==> config.mk <==
export PLATFORM = sky130hd
export DESIGN_NAME = synth_serial_latch_control
export DESIGN_NICKNAME = d
export VERILOG_FILES = /design/src/inc/synth_latch_pkg.sv /design/src/hdl/synth_serial_latch_control.sv /design/src/hdl/pin_sync3.sv /design/src/hdl/gain_timeout.sv
export VERILOG_INCLUDE_DIRS = /design/src /design/src/inc
export SDC_FILE = /design/constraint.sdc
export NUM_CORES = 1
export LEC_CHECK = 0
export ABC_AREA = 1
export BUFFER_PORTS_ARGS = -buffer_cell sky130_fd_sc_hd__buf_4
export CAP_MARGIN = 0
export CORE_ASPECT_RATIO = 1.5
export CORE_UTILIZATION = 40
export CTS_CLUSTER_SIZE = 12
export DETAILED_ROUTE_END_ITERATION = 10
export GPL_TIMING_DRIVEN = 0
export PLACE_DENSITY = 0.63
export SYNTH_ARGS = -nofsm -noshare
export SYNTH_HDL_FRONTEND = slang
export SYNTH_HIERARCHICAL = 1
export SYNTH_SLANG_ARGS = --single-unit
export TNS_END_PERCENT = 50
==> constraint.sdc <==
create_clock -name CORE_CLK -period 2 [get_ports CORE_CLK]
set_clock_uncertainty 0.15 [all_clocks]
set_input_delay 0.3 -clock CORE_CLK [delete_from_list [all_inputs] [get_ports CORE_CLK]]
set_output_delay 0.3 -clock CORE_CLK [all_outputs]
set_load 0.005 [all_outputs]
==> src/inc/synth_latch_consts.svh <==
`ifndef SYNTH_LATCH_CONSTS_SVH
`define SYNTH_LATCH_CONSTS_SVH
// Word length and destination select codes
`define WORD_BITS        21
`define DEST_REF         2'h0
`define DEST_FEED        2'h2
`define DEST_FUNC        2'h1
`define DEST_INIT        2'h3
// Field k of a word sits at word bit k+1; the select pair fills bits 1..0
// Function latch field positions (word bits)
`define F_HOLD           2
`define F_PD_A           3
`define F_MODE_LO        9
`define F_TMO_LO         12
`define F_PD_B           19
// Feedback word field positions (word bits)
`define N_GO             20
// Reference word field positions (word bits)
`define R_LOCKP          20
// Reset values of the latches
`define LATCH_RST        21'h000000
// Timed mode codes in function bits 8..10 (bit 8 is LSB here)
`define FL_TIMED_BIT     2
`endif

==> src/inc/synth_latch_pkg.sv <==
package synth_latch_pkg;
    // Three-wire serial pins after synchronisation
    typedef struct packed {
        logic data;
        logic sclk;
        logic strobe;
    } serial_pins_s;
    // High-gain mode decode
    typedef enum logic [2:0] {
        GAIN_OFF, GAIN_FULL_HOLD, GAIN_FULL_TIMED,
        GAIN_QTR_HOLD, GAIN_QTR_TIMED
    } gain_mode_e;
    typedef logic [20:0] word_t;
endpackage : synth_latch_pkg

==> src/hdl/synth_serial_latch_control.sv <==
`timescale 1ns/10ps
`include "synth_latch_consts.svh"
module synth_serial_latch_control
    import synth_latch_pkg::*;
(
    input  wire logic        CORE_CLK,
    input  wire logic        RSTN,
    input  wire logic        CLK_EN,
    input  wire logic        SER_DATA,
    input  wire logic        SER_CLK,
    input  wire logic        WORD_LATCH_STROBE,
    input  wire logic        POWER_ENABLE,
    input  wire logic        PD_TICK,
    output logic [20:0]      REF_LATCH,
    output logic [20:0]      FEED_LATCH,
    output logic [20:0]      FUNC_LATCH,
    output logic             COUNTER_RESET,
    output logic             PUMP_HIGHZ,
    output logic             POWERDOWN,
    output logic             HIGH_GAIN,
    output logic             QUARTER_RATIO,
    output logic             DAMPING_SWITCH_OUTPUT,
    output logic             DAMPING_SWITCH_OE,
    output logic [12:0]      MAIN_COUNT,
    output logic [4:0]       SWALLOW_COUNT,
    output logic [13:0]      REF_RATIO,
    output logic             LOCK_PRECISION
);
    serial_pins_s sync_w;        // Synchronised pins
    logic         sclk_d_r;      // Previous serial clock level
    logic         strobe_d_r;    // Previous strobe level
    word_t        shift_r;       // Input shift register
    word_t        shift_nxt;
    word_t        ref_r;         // Reference divider latch
    word_t        feed_r;        // Feedback divider latch
    word_t        func_r;        // Function latch
    logic         init_seen_r;   // Armed by init load for one feedback
    logic         go_r;          // Gain boost trigger
    logic         rst_pulse_r;   // Internal counter reset pulse
    logic         pd_sync_r;     // Synchronous powerdown state
    logic         pwr_d_r;       // Previous power enable
    logic         expire_w;
    gain_mode_e   mode_w;

    // Pins arrive from the host domain; three stages each
    pin_sync3 u_sync_data (.clk(CORE_CLK), .rst_n(RSTN), .ce(CLK_EN),
        .din(SER_DATA), .dout(sync_w.data));
    pin_sync3 u_sync_sclk (.clk(CORE_CLK), .rst_n(RSTN), .ce(CLK_EN),
        .din(SER_CLK), .dout(sync_w.sclk));
    pin_sync3 u_sync_strb (.clk(CORE_CLK), .rst_n(RSTN), .ce(CLK_EN),
        .din(WORD_LATCH_STROBE), .dout(sync_w.strobe));
    logic pwr_w;
    pin_sync3 u_sync_pwr (.clk(CORE_CLK), .rst_n(RSTN), .ce(CLK_EN),
        .din(POWER_ENABLE), .dout(pwr_w));

    // Edge detection on the filtered levels
    logic sclk_rise_w;
    logic strobe_rise_w;
    assign sclk_rise_w   = sync_w.sclk && !sclk_d_r;
    assign strobe_rise_w = sync_w.strobe && !strobe_d_r;

    // MSB arrives first, so shift toward the top
    assign shift_nxt = {shift_r[19:0], sync_w.data};

    // Destination decode from the last two bits received
    logic [1:0] dest_w;
    logic       ld_ref_w;
    logic       ld_feed_w;
    logic       ld_func_w;
    logic       ld_init_w;
    assign dest_w    = shift_r[1:0];
    assign ld_ref_w  = strobe_rise_w && dest_w == `DEST_REF;
    assign ld_feed_w = strobe_rise_w && dest_w == `DEST_FEED;
    assign ld_func_w = strobe_rise_w && dest_w == `DEST_FUNC;
    assign ld_init_w = strobe_rise_w && dest_w == `DEST_INIT;

    // Reset pulse: init load, or first feedback word after one
    logic pulse_req_w;
    assign pulse_req_w = ld_init_w || (ld_feed_w && init_seen_r);

    // Gain decode from function bits 8..10
    logic [2:0] fmode_w;
    assign fmode_w = func_r[`F_MODE_LO+2:`F_MODE_LO];
    always_comb begin
        mode_w = GAIN_OFF;
        if (fmode_w[0] && go_r) begin
            case ({fmode_w[1], fmode_w[2]})
                2'h0:    mode_w = GAIN_FULL_HOLD;
                2'h1:    mode_w = GAIN_FULL_TIMED;
                2'h2:    mode_w = GAIN_QTR_HOLD;
                default: mode_w = GAIN_QTR_TIMED;
            endcase
        end
    end
    logic timed_w;
    assign timed_w = mode_w == GAIN_FULL_TIMED || mode_w == GAIN_QTR_TIMED;

    // Timeout counter
    gain_timeout u_tmo (
        .clk     (CORE_CLK),
        .rst_n   (RSTN),
        .ce      (CLK_EN),
        .reload  (rst_pulse_r || ld_feed_w),
        .run     (timed_w),
        .pd_tick (PD_TICK),
        .setting (func_r[`F_TMO_LO+3:`F_TMO_LO]),
        .expire  (expire_w)
    );

    // Edge history and shift register
    always_ff @(posedge CORE_CLK or negedge RSTN) begin
        if (!RSTN) begin
            sclk_d_r   <= 1'b0;
            strobe_d_r <= 1'b0;
            pwr_d_r    <= 1'b0;
            shift_r    <= `LATCH_RST;
        end else if (CLK_EN) begin
            sclk_d_r   <= sync_w.sclk;
            strobe_d_r <= sync_w.strobe;
            pwr_d_r    <= pwr_w;
            if (sclk_rise_w) begin
                shift_r <= shift_nxt;
            end
        end
    end

    // Latches load regardless of power enable and are never cleared by it
    always_ff @(posedge CORE_CLK or negedge RSTN) begin
        if (!RSTN) begin
            ref_r  <= `LATCH_RST;
            feed_r <= `LATCH_RST;
            func_r <= `LATCH_RST;
        end else if (CLK_EN) begin
            if (ld_ref_w) begin
                ref_r <= shift_r;
            end
            if (ld_feed_w) begin
                feed_r <= shift_r;
            end
            if (ld_func_w || ld_init_w) begin
                func_r <= shift_r;
            end
        end
    end

    // Arm flag, trigger bit and reset pulse
    always_ff @(posedge CORE_CLK or negedge RSTN) begin
        if (!RSTN) begin
            init_seen_r <= 1'b0;
            go_r        <= 1'b0;
            rst_pulse_r <= 1'b0;
        end else if (CLK_EN) begin
            rst_pulse_r <= pulse_req_w;
            if (ld_init_w) begin
                init_seen_r <= 1'b1;
            end else if (ld_feed_w) begin
                init_seen_r <= 1'b0;
            end
            // A new feedback word wins over a same-cycle timeout
            if (ld_feed_w) begin
                go_r <= shift_r[`N_GO];
            end else if (expire_w && timed_w) begin
                go_r <= 1'b0;
            end
        end
    end

    // Synchronous powerdown; it ends once either powerdown bit is cleared
    logic pd_start_w;
    assign pd_start_w = rst_pulse_r && pwr_w && func_r[`F_PD_A]
                        && func_r[`F_PD_B] && !func_r[`F_HOLD];
    always_ff @(posedge CORE_CLK or negedge RSTN) begin
        if (!RSTN) begin
            pd_sync_r <= 1'b0;
        end else if (CLK_EN) begin
            if (pd_start_w) begin
                pd_sync_r <= 1'b1;
            end else if (!(func_r[`F_PD_A] && func_r[`F_PD_B])) begin
                pd_sync_r <= 1'b0;
            end
        end
    end

    // Counter reset: pulse, hold bit, power enable low, or re-enable edge
    logic pwr_rise_w;
    assign pwr_rise_w = pwr_w && !pwr_d_r;
    always_ff @(posedge CORE_CLK or negedge RSTN) begin
        if (!RSTN) begin
            COUNTER_RESET <= 1'b1;
            PUMP_HIGHZ    <= 1'b1;
            POWERDOWN     <= 1'b1;
        end else if (CLK_EN) begin
            // Hold cleared drops the reset, so both counters restart together
            COUNTER_RESET <= rst_pulse_r || func_r[`F_HOLD]
                             || !pwr_w || pwr_rise_w;
            PUMP_HIGHZ    <= rst_pulse_r || func_r[`F_HOLD];
            POWERDOWN     <= !pwr_w || pd_sync_r;
        end
    end

    // Gain, damping switch and field outputs
    always_ff @(posedge CORE_CLK or negedge RSTN) begin
        if (!RSTN) begin
            HIGH_GAIN             <= 1'b0;
            QUARTER_RATIO         <= 1'b0;
            DAMPING_SWITCH_OUTPUT <= 1'b0;
            DAMPING_SWITCH_OE     <= 1'b0;
        end else if (CLK_EN) begin
            if (!fmode_w[0]) begin
                HIGH_GAIN             <= go_r;
                QUARTER_RATIO         <= 1'b0;
                DAMPING_SWITCH_OUTPUT <= fmode_w[1];
                DAMPING_SWITCH_OE     <= 1'b1;
            end else begin
                HIGH_GAIN             <= mode_w != GAIN_OFF;
                QUARTER_RATIO         <= mode_w == GAIN_QTR_HOLD
                                         || mode_w == GAIN_QTR_TIMED;
                DAMPING_SWITCH_OUTPUT <= 1'b0;
                DAMPING_SWITCH_OE     <= mode_w != GAIN_OFF;
            end
        end
    end

    assign REF_LATCH      = ref_r;
    assign FEED_LATCH     = feed_r;
    assign FUNC_LATCH     = func_r;
    // Field k sits one bit above its number, past the select pair
    assign MAIN_COUNT     = feed_r[19:7];
    assign SWALLOW_COUNT  = feed_r[6:2];
    assign REF_RATIO      = ref_r[15:2];
    assign LOCK_PRECISION = ref_r[`R_LOCKP];

    // Assertions
    a_init_pulse: assert property (@(posedge CORE_CLK) disable iff (!RSTN)
        CLK_EN && ld_init_w |=> rst_pulse_r)
        else $error("init load gave no reset pulse");
    a_func_load: assert property (@(posedge CORE_CLK) disable iff (!RSTN)
        CLK_EN && ld_func_w |=> func_r == $past(shift_r))
        else $error("function latch not loaded");
    a_feed_once: assert property (@(posedge CORE_CLK) disable iff (!RSTN)
        CLK_EN && ld_feed_w && !init_seen_r |=> !rst_pulse_r)
        else $error("spurious feedback reset pulse");
    a_feed_first: assert property (@(posedge CORE_CLK) disable iff (!RSTN)
        CLK_EN && ld_feed_w && init_seen_r |=> rst_pulse_r)
        else $error("first feedback word missed reset");
    a_hold_reset: assert property (@(posedge CORE_CLK) disable iff (!RSTN)
        CLK_EN && func_r[`F_HOLD] |=> COUNTER_RESET && PUMP_HIGHZ)
        else $error("hold bit did not hold counters");
    a_hold_nopd: assert property (@(posedge CORE_CLK) disable iff (!RSTN)
        func_r[`F_HOLD] |-> !pd_start_w)
        else $error("powerdown started under hold");
    a_shift_msb: assert property (@(posedge CORE_CLK) disable iff (!RSTN)
        CLK_EN && sclk_rise_w |=> shift_r[0] == $past(sync_w.data))
        else $error("serial bit not shifted in");
    a_expire_go: assert property (@(posedge CORE_CLK) disable iff (!RSTN)
        CLK_EN && expire_w && timed_w && !ld_feed_w |=> !go_r)
        else $error("timeout did not clear trigger");
    a_damp_follow: assert property (@(posedge CORE_CLK)
        disable iff (!RSTN)
        CLK_EN && !fmode_w[0] |=> DAMPING_SWITCH_OUTPUT == $past(fmode_w[1]))
        else $error("damping output not following bit 9");
    c_init_seq: cover property (@(posedge CORE_CLK) ld_init_w ##[1:1000]
        ld_feed_w);
    c_timeout: cover property (@(posedge CORE_CLK) expire_w && timed_w);
    c_quarter: cover property (@(posedge CORE_CLK) QUARTER_RATIO);
endmodule : synth_serial_latch_control

==> src/hdl/pin_sync3.sv <==
`timescale 1ns/10ps
// Three-stage synchroniser; a change counts when stages two and three agree
module pin_sync3 (
    input  wire logic clk,
    input  wire logic rst_n,
    input  wire logic ce,
    input  wire logic din,
    output logic      dout
);
    logic [2:0] st_r;   // Stage one is read only by stage two
    always_ff @(posedge clk or negedge rst_n) begin
        if (!rst_n) begin
            st_r <= 3'h0;
            dout <= 1'b0;
        end else if (ce) begin
            st_r <= {st_r[1:0], din};
            if (st_r[1] == st_r[2]) begin
                dout <= st_r[2];
            end
        end
    end
endmodule : pin_sync3

==> src/hdl/gain_timeout.sv <==
`timescale 1ns/10ps
// Timeout counter for timed high-gain mode, one step per comparison cycle
module gain_timeout (
    input  wire logic       clk,
    input  wire logic       rst_n,
    input  wire logic       ce,
    input  wire logic       reload,  // Internal reset or new trigger
    input  wire logic       run,     // Timed mode with trigger set
    input  wire logic       pd_tick, // One pulse per comparison cycle
    input  wire logic [3:0] setting,
    output logic            expire   // One-cycle pulse
);
    logic [5:0] cnt_r;
    logic [5:0] load_w;
    // Setting k gives 4k+3 cycles
    assign load_w = {setting, 2'h3};
    always_ff @(posedge clk or negedge rst_n) begin
        if (!rst_n) begin
            cnt_r  <= 6'h00;
            expire <= 1'b0;
        end else if (ce) begin
            expire <= 1'b0;
            if (reload || !run) begin
                cnt_r <= load_w;
            end else if (pd_tick) begin
                if (cnt_r <= 6'h01) begin
                    expire <= 1'b1;
                    cnt_r  <= load_w;
                end else begin
                    cnt_r <= cnt_r - 6'h01;
                end
            end
        end
    end
endmodule : gain_timeout

# Word level (Yosys, flattened, before mapping)
# Index checks and enable logic that the tools add are counted.
[word_totals] in_bits=8 ff_bits=121 out_inout_bits=103 wordCells=110
[classes] add_sub_neg=1 muxes=18 n_reduce_logical=49 magnitude_cmp=1 n_eq_ne=13
[ops] cell="$reduce_and A2 Y1" count=12
[ops] cell="$mux W6" count=3
[ops] cell="$logic_and A1 B1 Y1" count=15
[ops] cell="$mux W1" count=13
[ops] cell="$logic_or A1 B1 Y1" count=10
[ops] cell="$pmux W3 S3" count=1
[ops] cell="$eq A2 B2 Y1 const B" count=3
[ops] cell="$eq A3 B2 Y1 const B" count=2
[ops] cell="$le A6 B1 Y1 const B" count=1
[ops] cell="$logic_not A1 Y1" count=6
[ops] cell="$reduce_bool A2 Y1" count=3
[ops] cell="$sub A6 B1 Y6 const B" count=1
[ops] cell="$eq A1 B1 Y1" count=4
[ops] cell="$eq A2 B1 Y1 const B" count=2
[ops] cell="$logic_not A2 Y1" count=2
[ops] cell="$eq A3 B3 Y1 const B" count=1
[ops] cell="$mux W3" count=1
[ops] cell="$reduce_bool A3 Y1" count=1
[ops] cell="$ne A2 B2 Y1 const B" count=1

# Longest topological paths before layout
[logic_depth] ltp_word=9 ltp_mapped=15 depth_no_buf=15

# By module
# Netlist, hierarchy kept.
[by_module_without_submodules] module="synth_serial_latch_control" seq_area_each_um2=2456.1 instances=1 cells_per_inst=412 area_each_um2=4047.6
[by_module_without_submodules] module="pin_sync3" seq_area_each_um2=100.1 instances=4 cells_per_inst=20 area_each_um2=163.9
[by_module_without_submodules] module="gain_timeout" seq_area_each_um2=175.2 instances=1 cells_per_inst=70 area_each_um2=498.0

# Worst setup path after synthesis
# OpenSTA, ideal clock, no wires.
[synth_timing] kind="register -> register" start="register func_r[10], in the netlist FUNC_LATCH[10]" end="register u_tmo.cnt_r[0]" arrival_ps=1580 slack_ps=145 required_time_ps=1725 path_stages_with_launch=13 setup_time_ps=125 synth_period_minus_slack_ps=1855 path_buffers=0 cell_sequence="dfrtp_1 -> inv_1 -> ha_1 -> nor2_1 -> nand3b_1 -> nand2_1 -> inv_1 -> nor2_4 -> nand2_1 -> nand2_2 -> inv_2 -> nor2_1 -> a21oi_1"
[synth_via] elab_chain_cells=9 elab_cells_between_ends=13 classes_between="4 x eq/ne; 3 x mux; 6 x reduce/logical"
[synth_rtl] item="from (decl)" line_no="synth_serial_latch_control.sv:36" text="word_t func_r;"
[synth_rtl] item="from (signal assigned)" line_no="synth_serial_latch_control.sv:132" text="func_r <= `LATCH_RST;"
[synth_rtl] item="from (signal assigned)" line_no="synth_serial_latch_control.sv:141" text="func_r <= shift_r;"
[synth_rtl] item="$eq A2 B2 Y1 (tied with other cells)" line_no="synth_serial_latch_control.sv:87" text="case ({fmode_w[1], fmode_w[2]})"
[synth_rtl] item="$pmux W3 S3 (*)" line_no="synth_serial_latch_control.sv:87"
[synth_rtl] item="$mux W3 (*)" line_no="synth_serial_latch_control.sv:86" text="if (fmode_w[0] && go_r) begin"
[synth_rtl] item="$eq A3 B2 Y1 / $eq A3 B3 Y1 (equally long branches)" line_no="synth_serial_latch_control.sv:96" text="assign timed_w = mode_w == GAIN_FULL_TIMED || mode_w == GAIN_QTR_TIMED;"
[synth_rtl] item="$logic_or A1 B1 Y1 (*)" line_no="synth_serial_latch_control.sv:96"
[synth_rtl] item="via timed_w" line_no="synth_serial_latch_control.sv:95" text="logic timed_w;"
[synth_rtl] item="$logic_not A1 Y1 (*)" line_no="gain_timeout.sv:23" text="if (reload || !run) begin"
[synth_rtl] item="$logic_or A1 B1 Y1 (*)" line_no="gain_timeout.sv:23"
[synth_rtl] item="$reduce_bool A2 Y1 (no line)"
[synth_rtl] item="$reduce_and A2 Y1 (no line)"
[synth_rtl] item="to (signal assigned)" line_no="gain_timeout.sv:24" text="cnt_r <= load_w;"
[synth_rtl] item="to (signal assigned)" line_no="gain_timeout.sv:28" text="cnt_r <= load_w;"
[synth_rtl] item="to (signal assigned)" line_no="gain_timeout.sv:30" text="cnt_r <= cnt_r - 6'h01;"
[synth_rtl] item="to (decl)" line_no="gain_timeout.sv:13" text="logic [5:0] cnt_r;"
# Mark *: on every way through the listed nets, which the timed path passes. The rest lies on a longest branch.
# A chain may end at the register's enable or synchronous reset.

# Final worst setup path
[layout_timing] start="register func_r[10], in the netlist FUNC_LATCH[10]" end="register u_tmo.cnt_r[5]"
# Same word-level chain as after synthesis.

==> flow_summary.yaml <==
setup_path:
  cp.arrival_ns: 2.09
  endpoint_kind: "flip-flop"
  path_max_fanout: 5
  slowest_delay_ns: 0.40
  critPathRequiredTime_ns: 2.14
  criticalPathCategory: "flip-flop to flip-flop"
  cp_slowest_cell: "dfrtp_2"
  cp_cell_sequence: "inv_2 -> ha_4 -> inv_2 -> nor2_2 -> nand2_1 -> nand2_2 -> inv_2 -> nor2_4 -> nand2_1 -> nand2_2 -> buf_6 -> a21oi_2 -> nand2_1 -> nand2_1"
  reg2reg_depth: 14
  cp-start-kind: "flip-flop"
  path_common_cell: "nand2_1"
yosys:
  ys_seq_area_share_pct: 58.3
  async_flop_share_pct: 100
  synth_area_leaders: "dfrtp_1 57%, nand2_1 11%, o21ai_0 7.1%"
  synth_seq_cells: 121
  synth_top_area_cell: "dfrtp_1"
  syn_area_mm2: 0.00520
  netlist_instances: 562
  yosys_warnings: 6
  synth_top_area_share_pct: 56.8
  synth_top_cells_by_count: "156 x nand2_1, 118 x dfrtp_1, 74 x o21ai_0"
  synth-edff-count: 0
  synth.avg_cell_area_um2: 9.25
  synth_ff_type: "dfrtp_1"
  syn_nets: 575
  yosysMostFrequentCell: "nand2_1"
  yosysUniqueCellTypes: 33
sta:
  maxSlewHeadroom_pct: 67.2
  rsz0062_at_grt: "yes"
  hold_viol: 0
  tightest_slew_ns: 0.491
  finalCritPeriodShare_pct: 97.5
  fin_ws_ns: 0.0494
  max_clock_freq_mhz: 513
  tns_ns: 0
  setup_violations: 0
  report.final.slew_viol_count: 0
  min_period_ns: 1.95
routing:
  wl_mm: 11.9
  num_vias: 4100
  wire_per_inst_um: 13.7
  drtIter0Drc: 205
  first_pass_iters: 4
  vias_per_cell: 4.70
  drc_errors: 0
  drtAntennaViolNets: 0
die:
  initial_core_util_pct: 41.4
  die_w_um: 95.1
  fp-row-count: 50
  io_pins: 111
  core_mm2: 0.0126
  dieHeight_um: 142
  die_area_mm2: 0.0135
place:
  gp_congestion: 0.717
  dp_hpwl_mm: 8.50
  dpl_cell_area_mm2: 0.00625
  place_ws_ns: -0.0872
  portBuffers: 110
  dp.cells: 829
global_route:
  grt_overflow: 0
  grt_use_met2_pct: 33.5
  grt_use_met1_pct: 22.2
  grt.busiest_layer: "met2"
  grt_pass1_wl_mm: 19.4
  grt_use_met3_pct: 5.79
  grt_util_all_layers_pct: 19.1
  grt_max_degree: 102
  grt_pass1_vias: 4004
  grt_antenna_before_repair: 0
clocking:
  clkLatencyLatePin_ns: 0.40
  clockBufferDepth: 2
  cts_made_buffers: 17
  clkTransAtPathRegs_ns: 0.05
  cts_tree: "done"
  h-tree-depth: 4
  cts-root-buf: "clkbuf_16"
  cts_sinks: 121
cells_and_area:
  finalNonFillerCells: 872
  n_antenna_cell: 0
  syn_to_final_growth_pct: 33.6
  final_layout_size_suffix_gt1_share_pct: 33.1
  fin_area_mm2: 0.00695
  nNetsFinal: 716
pwr:
  p_per_area_mw_per_mm2: 1100
  power.total_w: 0.00768
  peakVddDrop_mv: 0.701
  p_leak_nw: 3.53
worst_hold_path:
  hp-class: "input port to flip-flop"
  min_path_cells: 3
outcome:
  status: "finished clean"
run:
  max_cap_viol_count: 0
-- path summary, 6_finish.rpt --
kind                                start             endpoint  slack [ns]
min                               PD_TICK         u_tmo/expire        0.05
min reg2reg                    PUMP_HIGHZ           PUMP_HIGHZ        0.32
max reg2reg                FUNC_LATCH[10]       u_tmo/cnt_r[5]        0.05
min in group asynchronous            RSTN  u_sync_strb/st_r[0]        0.17
max                        FUNC_LATCH[10]       u_tmo/cnt_r[5]        0.05
max in group asynchronous            RSTN       FUNC_LATCH[10]        0.80
-- where the power goes --
| group | internal, W | total, W | leakage, nW | switching [W] |
|---|---|---|---|---|
| Combinational | 0.000839 | 0.00167 | 1.67 | 0.000835 |
| Sequential | 0.00291 | 0.00321 | 1.59 | 0.000308 |
| Clock | 0.00172 | 0.00279 | 0.268 | 0.00107 |
| Total | 0.00547 | 0.00768 | 3.53 | 0.00221 |
-- registers in the layout, indices dropped and copies added (netlist names), 3 cells and up --
name,cells
REF_LATCH,21
u_sync_data/st_r,3
u_tmo/cnt_r,6
u_sync_sclk/st_r,3
u_sync_pwr/st_r,3
FUNC_LATCH,21
FEED_LATCH,21
u_sync_strb/st_r,3
shift_r,21
-- area by class of cell --
| class | count | area [um^2] |
|---|---|---|
| fillers | 1140 | 5630 |
| flip-flops and latches | 121 | 3030 |
| multi-input cells | 319 | 1580 |
| repair buffers | 122 | 960 |
| clock buffers | 19 | 443 |
| plain buffers | 50 | 359 |
| inverters | 72 | 275 |
| well taps | 156 | 195 |
| clock inverters | 13 | 105 |
-- what timing repair did --
| action | in CTS | in global routing |
|---|---|---|
| endpoints found under the setup margin | 6 | 6 |
| pin swaps | 0 | 9 |
| gates resized for setup | 1 | 17 |
| hold endpoints to repair | 125 | 0 |
| hold buffers | 5 | 0 |
| setup buffers | 3 | 3 |
-- routing by layer --
layer	wire length (um)	part of all wire, %	vias up
li1	-	-	2012
met1	4810	40	2009
met2	6650	56	73
met3	401	3.4	6
met4	80	0.67	0
met5	0	0	-
-- metrics by stage --
| step | hold slack (ns) | util, % |
|---|---|---|
| final | 0.0498 | 55.3 |
| after global routing | 0.0559 | 55.3 |
| after CTS | 0.0365 | 54.7 |
| after detailed placement | 0.0122 | 49.7 |
| after global placement | 0.298 | 49.5 |
| after floorplan | -0.146 | - |
-- critical path: cells and delay by family, from the launching register on --
family                   cells  cell delay (ns)
flip-flops                   1             0.40
AO/OA/AOI/OAI                1             0.03
AND/OR/NAND/NOR              8             0.72
adder cells (fa/ha/maj)      1             0.28
buffers and inverters        4             0.27
-- cells by family (layout without fill, tap and decap cells) --
| family | after synthesis | in the layout | share of synthesized area [%] |
|---|---|---|---|
| DFF | 121 | 121 | 58.3 |
| and+or+nand+nor | 203 | 203 | 16.3 |
| adders and majority gates | 5 | 5 | 1.20 |
| buffers and inverters | 122 | 276 | 12.1 |
| xor gates and xnor gates | 1 | 1 | 0.168 |
| AOI/OAI and AO/OA | 110 | 110 | 11.9 |
-- placed cells by master, fill, tap and decap left out, types with 2 or more instances in the layout --
| master | synthesis | layout |
|---|---|---|
| clkinv_1 | 4 | 4 |
| ha_1 | 5 | 2 |
| buf_4 | 35 | 148 |
| nand3_1 | 15 | 15 |
| buf_2 | 5 | 5 |
| clkinvlp_4 | 0 | 3 |
| clkinv_2 | 0 | 7 |
| clkbuf_16 | 0 | 17 |
| dfstp_2 | 3 | 3 |
| o21ai_1 | 4 | 5 |
| dfrtp_1 | 118 | 117 |
| nand2_1 | 156 | 155 |
| inv_2 | 2 | 5 |
| o21ai_2 | 16 | 16 |
| nor2_2 | 1 | 4 |
| inv_4 | 1 | 2 |
| a21oi_1 | 11 | 10 |
| nor2_1 | 20 | 17 |
| o21ai_0 | 74 | 73 |
| clkinv_4 | 0 | 2 |
| nor2_4 | 4 | 4 |
| clkbuf_1 | 5 | 6 |
| inv_1 | 65 | 61 |
| clkbuf_8 | 1 | 2 |
| nand2_2 | 1 | 2 |
| ha_4 | 0 | 2 |
| buf_6 | 3 | 6 |
| dlygate4sd3_1 | 0 | 5 |
| o22ai_1 | 3 | 3 |
Note: power is estimated with default switching activity, not from simulation.
